### src/verilog/gpio_map.svh
// Register offsets, field positions and reset values for the dual GPIO port block
`ifndef GPIO_MAP_SVH
`define GPIO_MAP_SVH

// ----------------------------------------------------------------
// Register indices and byte addresses (byte = 4 * index)
// ----------------------------------------------------------------
`define PORT_C_DATA_IDX 12'h002
`define PORT_D_DATA_IDX 12'h003
`define PORT_C_DIR_IDX 12'h004
`define PORT_D_DIR_IDX 12'h005
`define PORT_C_PUE_IDX 12'h006
`define PORT_D_PUE_IDX 12'h007
`define SHARE_CTRL_IDX 12'h008

// ----------------------------------------------------------------
// Field positions in the pin sharing control register
// ----------------------------------------------------------------
`define CTRL_SPI_EN_BIT 0
`define CTRL_SPI_MSTR_BIT 1
`define CTRL_TIMER_ONE_CHANNEL_ZERO_BIT 2
`define CTRL_TIMER_ONE_CHANNEL_ONE_BIT 3
`define CTRL_TIMER_TWO_CHANNEL_ZERO_BIT 4
`define CTRL_TIMER_TWO_CHANNEL_ONE_BIT 5
`define CTRL_WIDTH 6

// ----------------------------------------------------------------
// Reset values and widths
// ----------------------------------------------------------------
`define PORT_C_MASK 8'h7f
`define DIR_RESET 8'h00
`define PUE_RESET 8'h00
`define CTRL_RESET 6'h00
`define LATCH_INIT 8'h00

`endif

### src/verilog/gpio_pkg.sv
// Types shared by the dual GPIO port block
package gpio_pkg;
  typedef logic [7:0] port_byte_t;
  typedef logic [31:0] apb_word_t;
  typedef logic [11:0] apb_addr_t;
endpackage

### src/verilog/dual_gpio_port.sv
// Dual GPIO port (7-bit port C, 8-bit port D) with pullups and APB registers
// What this block does
// Port C data read gives latch where direction is 1, pin level where 0.
// Data writes always update the latch; input pins keep reading the pin.
// Port D data read gives latch for output bits, live pin for inputs.
// Port C pullup on only when enabled and pin is an input.
// Port C has seven writable pullup enables, 1 connects, 0 disconnects.
// Port D has eight writable pullup enables, active while pin is not driven by GPIO or a peripheral.
// Port D direction 1 drives latch onto pin; 0 leaves pin high impedance.
// Reset clears all port D direction bits.
// Reset leaves the port D data latch unchanged.
// Timer edge/level selects choose timer channel or GPIO on two port D pins, 6 and 7.
// With SPI disabled, SPI pins of port D are ordinary GPIO.
// SPI-owned pins take drive from SPI; direction still selects read source.
// Slave select is GPIO if SPI off or master; else SPI drives it and direction only selects the read source.
// Software should write the latch before turning a pin to output.
// Reset clears port C direction bits, leaves port C latch unchanged.
// Bit 7 of port C registers ignores writes and reads zero.
//
// Design decision made here: the APB register port.
`timescale 1ns/100ps
`include "gpio_map.svh"
module dual_gpio_port
  import gpio_pkg::*;
(
  input wire logic ref_clk, // System clock, 10 MHz
  input wire logic rstn, // Asynchronous reset, active low
  input wire logic psel, // APB select
  input wire logic penable, // APB enable
  input wire logic pwrite, // APB write
  input wire gpio_pkg::apb_addr_t paddr, // APB byte address
  input wire gpio_pkg::apb_word_t pwdata, // APB write data
  output gpio_pkg::apb_word_t prdata, // APB read data
  output logic pready, // APB ready
  output logic pslverr, // APB error, unmapped address
  input wire gpio_pkg::port_byte_t port_c_pin_in, // Port C pin levels (bit 7 unused)
  output gpio_pkg::port_byte_t port_c_pin_out, // Port C drive values
  output gpio_pkg::port_byte_t port_c_pin_oe, // Port C output enables
  output gpio_pkg::port_byte_t port_c_pullup_on, // Port C active pullups
  input wire gpio_pkg::port_byte_t port_d_pin_in, // Port D pin levels
  output gpio_pkg::port_byte_t port_d_pin_out, // Port D drive values
  output gpio_pkg::port_byte_t port_d_pin_oe, // Port D output enables
  output gpio_pkg::port_byte_t port_d_pullup_on, // Port D active pullups
  input wire gpio_pkg::port_byte_t spi_pin_out, // SPI drive values on bits 3..0
  input wire gpio_pkg::port_byte_t spi_pin_oe, // SPI output enables on bits 3..0
  input wire gpio_pkg::port_byte_t timer_pin_out, // Timer drive values on bits 7..6
  input wire gpio_pkg::port_byte_t timer_pin_oe, // Timer output enables on bits 7..6
  output logic spi_enable_bit, // SPI enable, to the SPI
  output logic spi_master_select_bit, // SPI master mode, to the SPI
  output logic [3:0] timer_channel_active // Channel owns pin: TIMER_TWO_CHANNEL_ONE,TIMER_TWO_CHANNEL_ZERO,TIMER_ONE_CHANNEL_ONE,TIMER_ONE_CHANNEL_ZERO
);
  port_byte_t c_sync;
  port_byte_t d_sync;

  // ----------------------------------------------------------------
  // Register state
  // ----------------------------------------------------------------
  port_byte_t port_c_data_latch;
  port_byte_t port_d_data_latch;
  port_byte_t port_c_direction;
  port_byte_t port_d_direction;
  port_byte_t port_c_pullup_enables;
  port_byte_t port_d_pullup_enables;
  logic [`CTRL_WIDTH-1:0] share_ctrl;
  port_byte_t next_port_c_data_latch;
  port_byte_t next_port_d_data_latch;
  port_byte_t next_port_c_direction;
  port_byte_t next_port_d_direction;
  port_byte_t next_port_c_pullup_enables;
  port_byte_t next_port_d_pullup_enables;
  logic [`CTRL_WIDTH-1:0] next_share_ctrl;
  apb_word_t next_prdata;
  logic next_pready;
  logic next_pslverr;
  port_byte_t next_c_out;
  port_byte_t next_c_oe;
  port_byte_t next_c_pu;
  port_byte_t next_d_out;
  port_byte_t next_d_oe;
  port_byte_t next_d_pu;
  logic [3:0] next_timer_active;
  logic access;
  logic mapped;
  apb_addr_t reg_idx;

  // ----------------------------------------------------------------
  // Register map, word index = byte address / 4
  // ----------------------------------------------------------------
  // 0x002 port C data: latch on write, latch/pin mix on read
  // 0x003 port D data: latch on write, latch/pin mix on read
  // 0x004 port C direction: 1 drives the pin
  // 0x005 port D direction: 1 drives unless a peripheral owns the pin
  // 0x006 port C pullup enables: honoured only on input pins
  // 0x007 port D pullup enables: honoured only on undriven pins
  // 0x008 sharing control: SPI enable, SPI master, four timer selects
  // Any other index, or a byte offset inside a word, answers with an error
  // Data latches carry no reset value, so software must write them first
  // Registers live in the low byte of each bus word; upper bits read zero
  // Port C bit 7 has no pin: it never stores, drives or reads back
  // Pin reads lag the pads by two clocks through the synchronisers

  // Read mux: latch for output bits, synchronised pin for input bits
  function automatic port_byte_t read_port(input port_byte_t latch, input port_byte_t dir,
    input port_byte_t pins);
    read_port = (latch & dir) | (pins & ~dir);
  endfunction

  // Port C has seven pins; the missing bit is cut everywhere it is stored or read
  function automatic port_byte_t port_c_bits(input port_byte_t value);
    port_c_bits = value & `PORT_C_MASK;
  endfunction

  // A register byte placed in a bus word
  function automatic apb_word_t widen(input port_byte_t value);
    widen = {24'h00_0000, value};
  endfunction

  // ----------------------------------------------------------------
  // Pin input synchronisers
  // ----------------------------------------------------------------
  pin_sync sync_c
  (
    .ref_clk(ref_clk),
    .rstn(rstn),
    .pin_in(port_c_pin_in),
    .pin_sync_out(c_sync)
  );

  pin_sync sync_d
  (
    .ref_clk(ref_clk),
    .rstn(rstn),
    .pin_in(port_d_pin_in),
    .pin_sync_out(d_sync)
  );

  // ----------------------------------------------------------------
  // APB register access
  // ----------------------------------------------------------------
  // Address decode; a byte offset inside a word never maps to a register
  always_comb
  begin
    access = psel && penable && !pready;
    reg_idx = {2'b00, paddr[11:2]};
    mapped = (paddr[1:0] == 2'b00) && (reg_idx >= `PORT_C_DATA_IDX) && (reg_idx <= `SHARE_CTRL_IDX);
  end

  // One-wait slave: pready rises one edge after the first access cycle, for one cycle
  always_comb
  begin
    next_port_c_data_latch = port_c_data_latch;
    next_port_d_data_latch = port_d_data_latch;
    next_port_c_direction = port_c_direction;
    next_port_d_direction = port_d_direction;
    next_port_c_pullup_enables = port_c_pullup_enables;
    next_port_d_pullup_enables = port_d_pullup_enables;
    next_share_ctrl = share_ctrl;
    next_prdata = 32'h0000_0000;
    next_pready = access;
    next_pslverr = access && !mapped;
    if (access && mapped && pwrite)
    begin
      // Latch writes regardless of direction; input pins still read the pin
      case (reg_idx)
        `PORT_C_DATA_IDX: next_port_c_data_latch = port_c_bits(pwdata[7:0]);
        `PORT_D_DATA_IDX: next_port_d_data_latch = pwdata[7:0];
        `PORT_C_DIR_IDX: next_port_c_direction = port_c_bits(pwdata[7:0]);
        `PORT_D_DIR_IDX: next_port_d_direction = pwdata[7:0];
        `PORT_C_PUE_IDX: next_port_c_pullup_enables = port_c_bits(pwdata[7:0]);
        `PORT_D_PUE_IDX: next_port_d_pullup_enables = pwdata[7:0];
        `SHARE_CTRL_IDX: next_share_ctrl = pwdata[`CTRL_WIDTH-1:0];
        default: next_share_ctrl = share_ctrl;
      endcase
    end
    if (access && mapped && !pwrite)
    begin
      case (reg_idx)
        `PORT_C_DATA_IDX: next_prdata =
          widen(port_c_bits(read_port(port_c_data_latch, port_c_direction, c_sync)));
        `PORT_D_DATA_IDX: next_prdata =
          widen(read_port(port_d_data_latch, port_d_direction, d_sync));
        `PORT_C_DIR_IDX: next_prdata = widen(port_c_direction);
        `PORT_D_DIR_IDX: next_prdata = widen(port_d_direction);
        `PORT_C_PUE_IDX: next_prdata = widen(port_c_pullup_enables);
        `PORT_D_PUE_IDX: next_prdata = widen(port_d_pullup_enables);
        `SHARE_CTRL_IDX: next_prdata = {26'h000_0000, share_ctrl};
        default: next_prdata = 32'h0000_0000;
      endcase
    end
  end

  // Directions and controls reset; data latches hold across reset by design
  always_ff @(posedge ref_clk or negedge rstn)
  begin
    if (!rstn)
    begin
      port_c_direction <= `DIR_RESET;
      port_d_direction <= `DIR_RESET;
      port_c_pullup_enables <= `PUE_RESET;
      port_d_pullup_enables <= `PUE_RESET;
      share_ctrl <= `CTRL_RESET;
      prdata <= 32'h0000_0000;
      pready <= 1'b0;
      pslverr <= 1'b0;
    end
    else
    begin
      port_c_direction <= next_port_c_direction;
      port_d_direction <= next_port_d_direction;
      port_c_pullup_enables <= next_port_c_pullup_enables;
      port_d_pullup_enables <= next_port_d_pullup_enables;
      share_ctrl <= next_share_ctrl;
      prdata <= next_prdata;
      pready <= next_pready;
      pslverr <= next_pslverr;
    end
  end

  // Data latches have no reset; contents survive a system reset
  always_ff @(posedge ref_clk)
  begin
    port_c_data_latch <= next_port_c_data_latch;
    port_d_data_latch <= next_port_d_data_latch;
  end

  // ----------------------------------------------------------------
  // Pin drive and pullup control
  // ----------------------------------------------------------------
  // Port C has no sharing: direction alone decides drive and pullup
  always_comb
  begin
    next_c_out = port_c_bits(port_c_data_latch);
    next_c_oe = port_c_bits(port_c_direction);
    next_c_pu = port_c_bits(port_c_pullup_enables & ~port_c_direction);
  end

  always_ff @(posedge ref_clk or negedge rstn)
  begin
    if (!rstn)
    begin
      port_c_pin_out <= 8'h00;
      port_c_pin_oe <= 8'h00;
      port_c_pullup_on <= 8'h00;
    end
    else
    begin
      port_c_pin_out <= next_c_out;
      port_c_pin_oe <= next_c_oe;
      port_c_pullup_on <= next_c_pu;
    end
  end

  // Peripheral ownership overrides direction for drive only, never for reads
  always_comb
  begin
    next_timer_active[0] = share_ctrl[`CTRL_TIMER_ONE_CHANNEL_ZERO_BIT];
    next_timer_active[1] = share_ctrl[`CTRL_TIMER_ONE_CHANNEL_ONE_BIT];
    next_timer_active[2] = share_ctrl[`CTRL_TIMER_TWO_CHANNEL_ZERO_BIT];
    next_timer_active[3] = share_ctrl[`CTRL_TIMER_TWO_CHANNEL_ONE_BIT];
    next_d_out = port_d_data_latch;
    next_d_oe = port_d_direction;
    // Timer channels: pins 6,7 shared by both timers; either active takes over
    if (next_timer_active[0] || next_timer_active[2])
    begin
      next_d_out[6] = timer_pin_out[6];
      next_d_oe[6] = timer_pin_oe[6];
    end
    if (next_timer_active[1] || next_timer_active[3])
    begin
      next_d_out[7] = timer_pin_out[7];
      next_d_oe[7] = timer_pin_oe[7];
    end
    if (share_ctrl[`CTRL_SPI_EN_BIT])
    begin
      // Clock, MOSI and MISO follow the SPI whenever it is enabled
      next_d_out[3:1] = spi_pin_out[3:1];
      next_d_oe[3:1] = spi_pin_oe[3:1];
      if (!share_ctrl[`CTRL_SPI_MSTR_BIT])
      begin
        next_d_out[0] = spi_pin_out[0];
        next_d_oe[0] = spi_pin_oe[0];
      end
    end
    // Pullup only while the pin is not being driven
    next_d_pu = port_d_pullup_enables & ~next_d_oe;
  end

  always_ff @(posedge ref_clk or negedge rstn)
  begin
    if (!rstn)
    begin
      port_d_pin_out <= 8'h00;
      port_d_pin_oe <= 8'h00;
      port_d_pullup_on <= 8'h00;
      spi_enable_bit <= 1'b0;
      spi_master_select_bit <= 1'b0;
      timer_channel_active <= 4'h0;
    end
    else
    begin
      port_d_pin_out <= next_d_out;
      port_d_pin_oe <= next_d_oe;
      port_d_pullup_on <= next_d_pu;
      spi_enable_bit <= share_ctrl[`CTRL_SPI_EN_BIT];
      spi_master_select_bit <= share_ctrl[`CTRL_SPI_MSTR_BIT];
      timer_channel_active <= next_timer_active;
    end
  end
endmodule

### src/verilog/pin_sync.sv
// Two-flop synchroniser for a bus of asynchronous pin levels
`timescale 1ns/100ps
module pin_sync
  import gpio_pkg::*;
(
  input wire logic ref_clk, // System clock
  input wire logic rstn, // Asynchronous reset, active low
  input wire gpio_pkg::port_byte_t pin_in, // Raw pin levels
  output gpio_pkg::port_byte_t pin_sync_out // Synchronised levels
);
  port_byte_t stage_one;
  port_byte_t next_stage_one;
  port_byte_t next_sync_out;

  // ----------------------------------------------------------------
  // Synchroniser
  // ----------------------------------------------------------------
  // First stage feeds only the second stage, keeping metastability contained
  always_comb
  begin
    next_stage_one = pin_in;
    next_sync_out = stage_one;
  end

  always_ff @(posedge ref_clk or negedge rstn)
  begin
    if (!rstn)
    begin
      stage_one <= 8'h00;
      pin_sync_out <= 8'h00;
    end
    else
    begin
      stage_one <= next_stage_one;
      pin_sync_out <= next_sync_out;
    end
  end
endmodule

### config.mk
export PLATFORM = sky130hd
export DESIGN_NAME = dual_gpio_port
export DESIGN_NICKNAME = d
export VERILOG_FILES = /design/src/verilog/gpio_pkg.sv /design/src/verilog/dual_gpio_port.sv /design/src/verilog/pin_sync.sv
export VERILOG_INCLUDE_DIRS = /design/src /design/src/verilog
export SDC_FILE = /design/constraint.sdc
export NUM_CORES = 1
export LEC_CHECK = 0
export BUFFER_PORTS_ARGS = -buffer_cell sky130_fd_sc_hd__buf_4
export CORE_AREA = 2 2 108 110
export DETAILED_ROUTE_END_ITERATION = 12
export DIE_AREA = 0 0 110 112
export GPL_ROUTABILITY_DRIVEN = 1
export GPL_TIMING_DRIVEN = 0
export PLACE_DENSITY = 0.79
export SKIP_CTS_REPAIR_TIMING = 1
export SLEW_MARGIN = 20
export SYNTH_ARGS = -nofsm -noshare
export SYNTH_HDL_FRONTEND = slang
export SYNTH_SLANG_ARGS = --single-unit
### constraint.sdc
create_clock -name ref_clk -period 3.2 [get_ports ref_clk]
set_clock_uncertainty 0.05 [all_clocks]
set_input_delay 0.32 -clock ref_clk [delete_from_list [all_inputs] [get_ports ref_clk]]
set_output_delay 0.32 -clock ref_clk [all_outputs]
set_load 0.01 [all_outputs]
; ---- After elaboration in Yosys (flattened, before gate mapping)
; Index checks and enable logic that the tools add are counted.
[totals]
wordCells = 74
in_bits = 97
ff_bits = 166
out_inout_bits = 88
[classes]
reduce_logical = 21
muxes = 10
n_lt_le_gt_ge = 2
n_eq_ne = 7
n_bitwise = 11
[op_table]
columns = cell, count
row1 = one-hot mux 8 bit (7 select lines), 1
row2 = equality test 10 x 3 -> 1 bit (second input constant), 4
row3 = AND 8 bit, 3
row4 = AND 7 bit, 3
row5 = equality test 10 x 2 -> 1 bit (second input constant), 2
row6 = NOT 8 bit, 2
row7 = AND reduction 2 bit, 7
row8 = equality test 10 x 4 -> 1 bit (second input constant), 1
row9 = greater-or-equal comparator 10 x 2 -> 1 bit (second input constant), 1
row10 = <= comparator 10 x 4 -> 1 bit (second input constant), 1
row11 = logical AND 1 bit, 8
row12 = 2-to-1 mux 4 bit, 2
row13 = 2-to-1 mux 8 bit, 1
row14 = OR 8 bit, 1
row15 = NOT 7 bit, 1
row16 = OR 7 bit, 1
row17 = 2-to-1 mux 1 bit, 6
row18 = zero test 1 bit, 3
row19 = zero test 2 bit, 1
row20 = logical OR 1 bit, 2

; ---- Depth between registers and ports, before layout
[depth]
ltp_word = 6
depth_mapped = 6

; ---- Hierarchy
; Synthesis repeated with hierarchy kept, for this count alone.
[unflattened]
cells_unflattened = 367
area_unflattened_um2 = 5426.5
[modules_own_cells]
columns = module, instances, area_each_um2, cells_each
row1 = dual_gpio_port, 1, 4625.7, 335
row2 = pin_sync, 2, 400.4, 16

; ---- Worst setup path before layout
; OpenSTA, ideal clock, no wires.
[synth_path]
path_kind = input-to-reg
start = input paddr[6]
end = register port_d_data_latch[0] (enable)
required_time_ns = 2.755
arrival_time_ns = 2.355
cell_stages = 4
setup_time_ns = 0.395
n_path_buf = 0
slack_ns = 0.401
cell_sequence = nor4_4 > nand4_1 > or3_1 > nor4_1
[synth_between]
elab_chain_cells = 6
[synth_rtl]
columns = element, line
row1 = from (decl), dual_gpio_port.sv:31  ; input wire gpio_pkg::apb_addr_t paddr,
row2 = greater-or-equal comparator 10 x 2 -> 1 bit (no line), n/a
row3 = logical AND 1 bit (2 in a row), dual_gpio_port.sv:145  ; mapped = (paddr[1:0] == 2'b00) && (reg_idx >= `PORT_C_DATA_IDX) && (reg_idx <= `SHARE_CTRL_IDX);
row4 = logical AND 1 bit (2 in a row), dual_gpio_port.sv:161  ; if (access && mapped && pwrite)
row5 = AND reduction 2 bit (no line) *, n/a
row6 = to (signal assigned), dual_gpio_port.sv:223  ; port_d_data_latch <= next_port_d_data_latch;
row7 = to (decl), dual_gpio_port.sv:59  ; port_byte_t port_d_data_latch;
; Every way passes the cells marked *; elsewhere a longest branch is shown, timed or not.
; A chain may end at the register's enable or synchronous reset.

; ---- Worst setup path after layout
[layout_path]
start = input paddr[6]
end = register port_d_data_latch[5] (enable)
; Same word-level chain as after synthesis.

==> metrics.cfg <==
[logic_synthesis]
yosysMostFrequentCell = dfrtp_1
ys_types = 50
synth_cells = 379
synth_top_area_share_pct = 57.7
yosysSeqAreaShare_pct = 65.9
ys_top_cells_by_area = dfrtp_1, edfxtp_1, mux2_2
synth_seq_cells = 142
async_flop_share_pct = 89.4
synthTopCellsByCount = dfrtp_1, mux2_2, buf_4
synth_ff_type = dfrtp_1
yosys_warnings = 0
netlist_area_um2 = 5510
syn_area_per_cell_um2 = 14.5
yosysTopAreaCell = dfrtp_1
synth-edff-count = 15

[global_routing]
grt_use_total_pct = 21.4
grt_pass1_wl_um = 19100
gr-total-overflow = 0
grt_antenna_before_repair = 0
grt_pass1_vias = 3629
grt_max_degree = 74

[timing]
finalSetupViolations = 0
final_hold_viol_count = 0
rsz0062_at_grt = no
hold_ws_ns = 0.0504
max_slew_margin_pct = 31.4
fin_ws_ns = 0.365
worst-slew-pin-transition_ns = 1.02
finalCritPeriodShare_pct = 88.6
max_freq_ghz = 0.353
min_period_ns = 2.83
maxSlewViolCount = 0

[detailed_routing]
vias_per_cell = 5.10
wl_per_cell_um = 17.4
drtAntennaViolNets = 0
dr.pass1.iters = 4
drcViolationCount = 0
drt_wl_total_um = 12400
initialDrtViolationCount = 162
via_count = 3620

[place]
dp.cells = 662
hpwl_um = 8390
gp_routability_congestion = 0.894
detailedPlace.worstSlack_ns = -0.0921
port_buffers = 112

[setup_path]
cp_top_family = simple AND/OR/NAND/NOR gates
end_kind = flop
slowest_stage = nor4_2
required_ns = 3.28
crit_fanout = 10
path_class = in2reg
path_cells = buf_4 -> nor4_4 -> nand4_1 -> or3_1 -> nor4_2 -> buf_6
max_stage_delay_ns = 0.70
arrival_ns = 2.91
start_kind = input pin
cp.buffers_inverters = 2

[floorplanning]
fp.dieW_um = 110
initial_core_util_pct = 49.3
dieArea_um2 = 12300
die_h_um = 112
coreArea_um2 = 11200
io_pins = 185
rows = 39

[min_path]
min_path_type = in2reg

[run]
maxCapViolations = 0

[finish]
num-fill-cells = 831
drive_gt1_share_pct = 40.9
finalNetCount = 651
area_growth_pct = 34.7
instances_no_fill = 710
antenna_cells = 0

[clocking]
clkTransAtPathRegs_ns = 0.06
cts_buffers = 17
clk_path_buf_depth = 2
insertion_delay_ns = 0.42
clock_sinks = 142
cts-root-buf = clkbuf_16
ctsHtreeMaxLevel = 4
cts_tree = built

[power]
power_density_nw_per_um2 = 534
cellLeakagePower_nw = 3.51
ir_drop_mv = 0.298
finalPower_mw = 3.96

[run_status]
outcome = completed

[cell usage in the layout, fill, tap and decap left out, types with 3 or more instances in the layout]
| master | count |
|---|---|
| clkinvlp_4 | 7 |
| nor2b_1 | 11 |
| buf_1 | 4 |
| a31oi_1 | 7 |
| nand2_1 | 17 |
| mux2_1 | 6 |
| nor3_1 | 4 |
| o21ai_0 | 4 |
| nand3_1 | 9 |
| edfxtp_1 | 15 |
| dfrtp_1 | 127 |
| nor4_1 | 4 |
| nor4_4 | 3 |
| mux2_4 | 8 |
| buf_4 | 138 |
| clkbuf_1 | 5 |
| inv_1 | 8 |
| nor2_1 | 20 |
| mux2i_1 | 16 |
| clkbuf_16 | 17 |
| mux2_2 | 38 |
| dlygate4sd3_1 | 16 |
| nand4_1 | 3 |
| a21oi_1 | 4 |
| conb_1 | 27 |
[final cells by class]
cell class / instances / area [µm²] / area share, %
Tap cell: 143 / 179 / 2.41
Clock buffer: 20 / 447 / 6.02
Inverter: 8 / 30.0 / 0.405
Sequential cell: 142 / 3630 / 48.9
Multi-Input combinational cell: 220 / 1720 / 23.2
Buffer: 35 / 234 / 3.15
Clock inverter: 12 / 139 / 1.87
Timing Repair Buffer: 130 / 1040 / 14.1
[layer usage]
metal,vias up,global-route usage (%),part of all wire [%]
met3,28,7.32,7.4
met4,0,11.3,2.7
li1,1655,-,-
met1,1785,26.0,38
met2,152,33.4,51
met5,-,0,0
[per-stage QoR]
stage | TNS, ns | instance area [µm²] | utilization [%]
finish | 0 | 7420 | 66.4
global route | 0 | 7420 | 66.4
CTS | 0 | 7260 | 65.0
detailed placement | -0.367 | 6680 | 59.7
global placement | -9.01 | 6630 | 59.3
floorplan | 0 | 5610 | -
[logic make-up after synthesis]
kind of cell,Yosys count,share of synthesized area (%)
multiplexers,70,14.9
other,1,0.0681
AND/OR/NAND/NOR,95,11.0
buffers and inverters,43,4.79
AO/OA/AOI/OAI,28,3.41
flip-flops,142,65.9
[worst paths after layout]
check                                     endpoint  depth (start not counted)                     from  slack [ns]
max                           port_d_data_latch[5]                          6                 paddr[6]        0.37
max in group asynchronous  sync_c.next_sync_out[6]                          3                     rstn        2.04
max reg2reg                   port_d_data_latch[5]                          6                   pready        0.64
min                           port_d_data_latch[7]                          1                pwdata[7]        0.05
min reg2reg                 sync_d.pin_sync_out[5]                          0  sync_d.next_sync_out[5]        0.30
min in group asynchronous         port_d_pin_oe[1]                          2                     rstn        0.36
[sequential cells by signal, summed over array words and instances (netlist names), 8 cells and up]
name,count
port_d_direction,8
port_d_pullup_on,8
port_d_pin_out,8
port_d_pin_oe,8
prdata,8
sync_d.pin_sync_out,8
port_d_data_latch,8
port_d_pullup_enables,8
sync_d.next_sync_out,8
[where the power goes]
part / switching, mW / total [mW] / internal [mW] / leakage, nW
sequential: 0.00583 / 1.85 / 1.84 / 1.80
clock: 0.737 / 1.91 / 1.17 / 0.261
combinational: 0.112 / 0.209 / 0.0969 / 1.44
No activity file was read; power rests on OpenSTA's default activity.
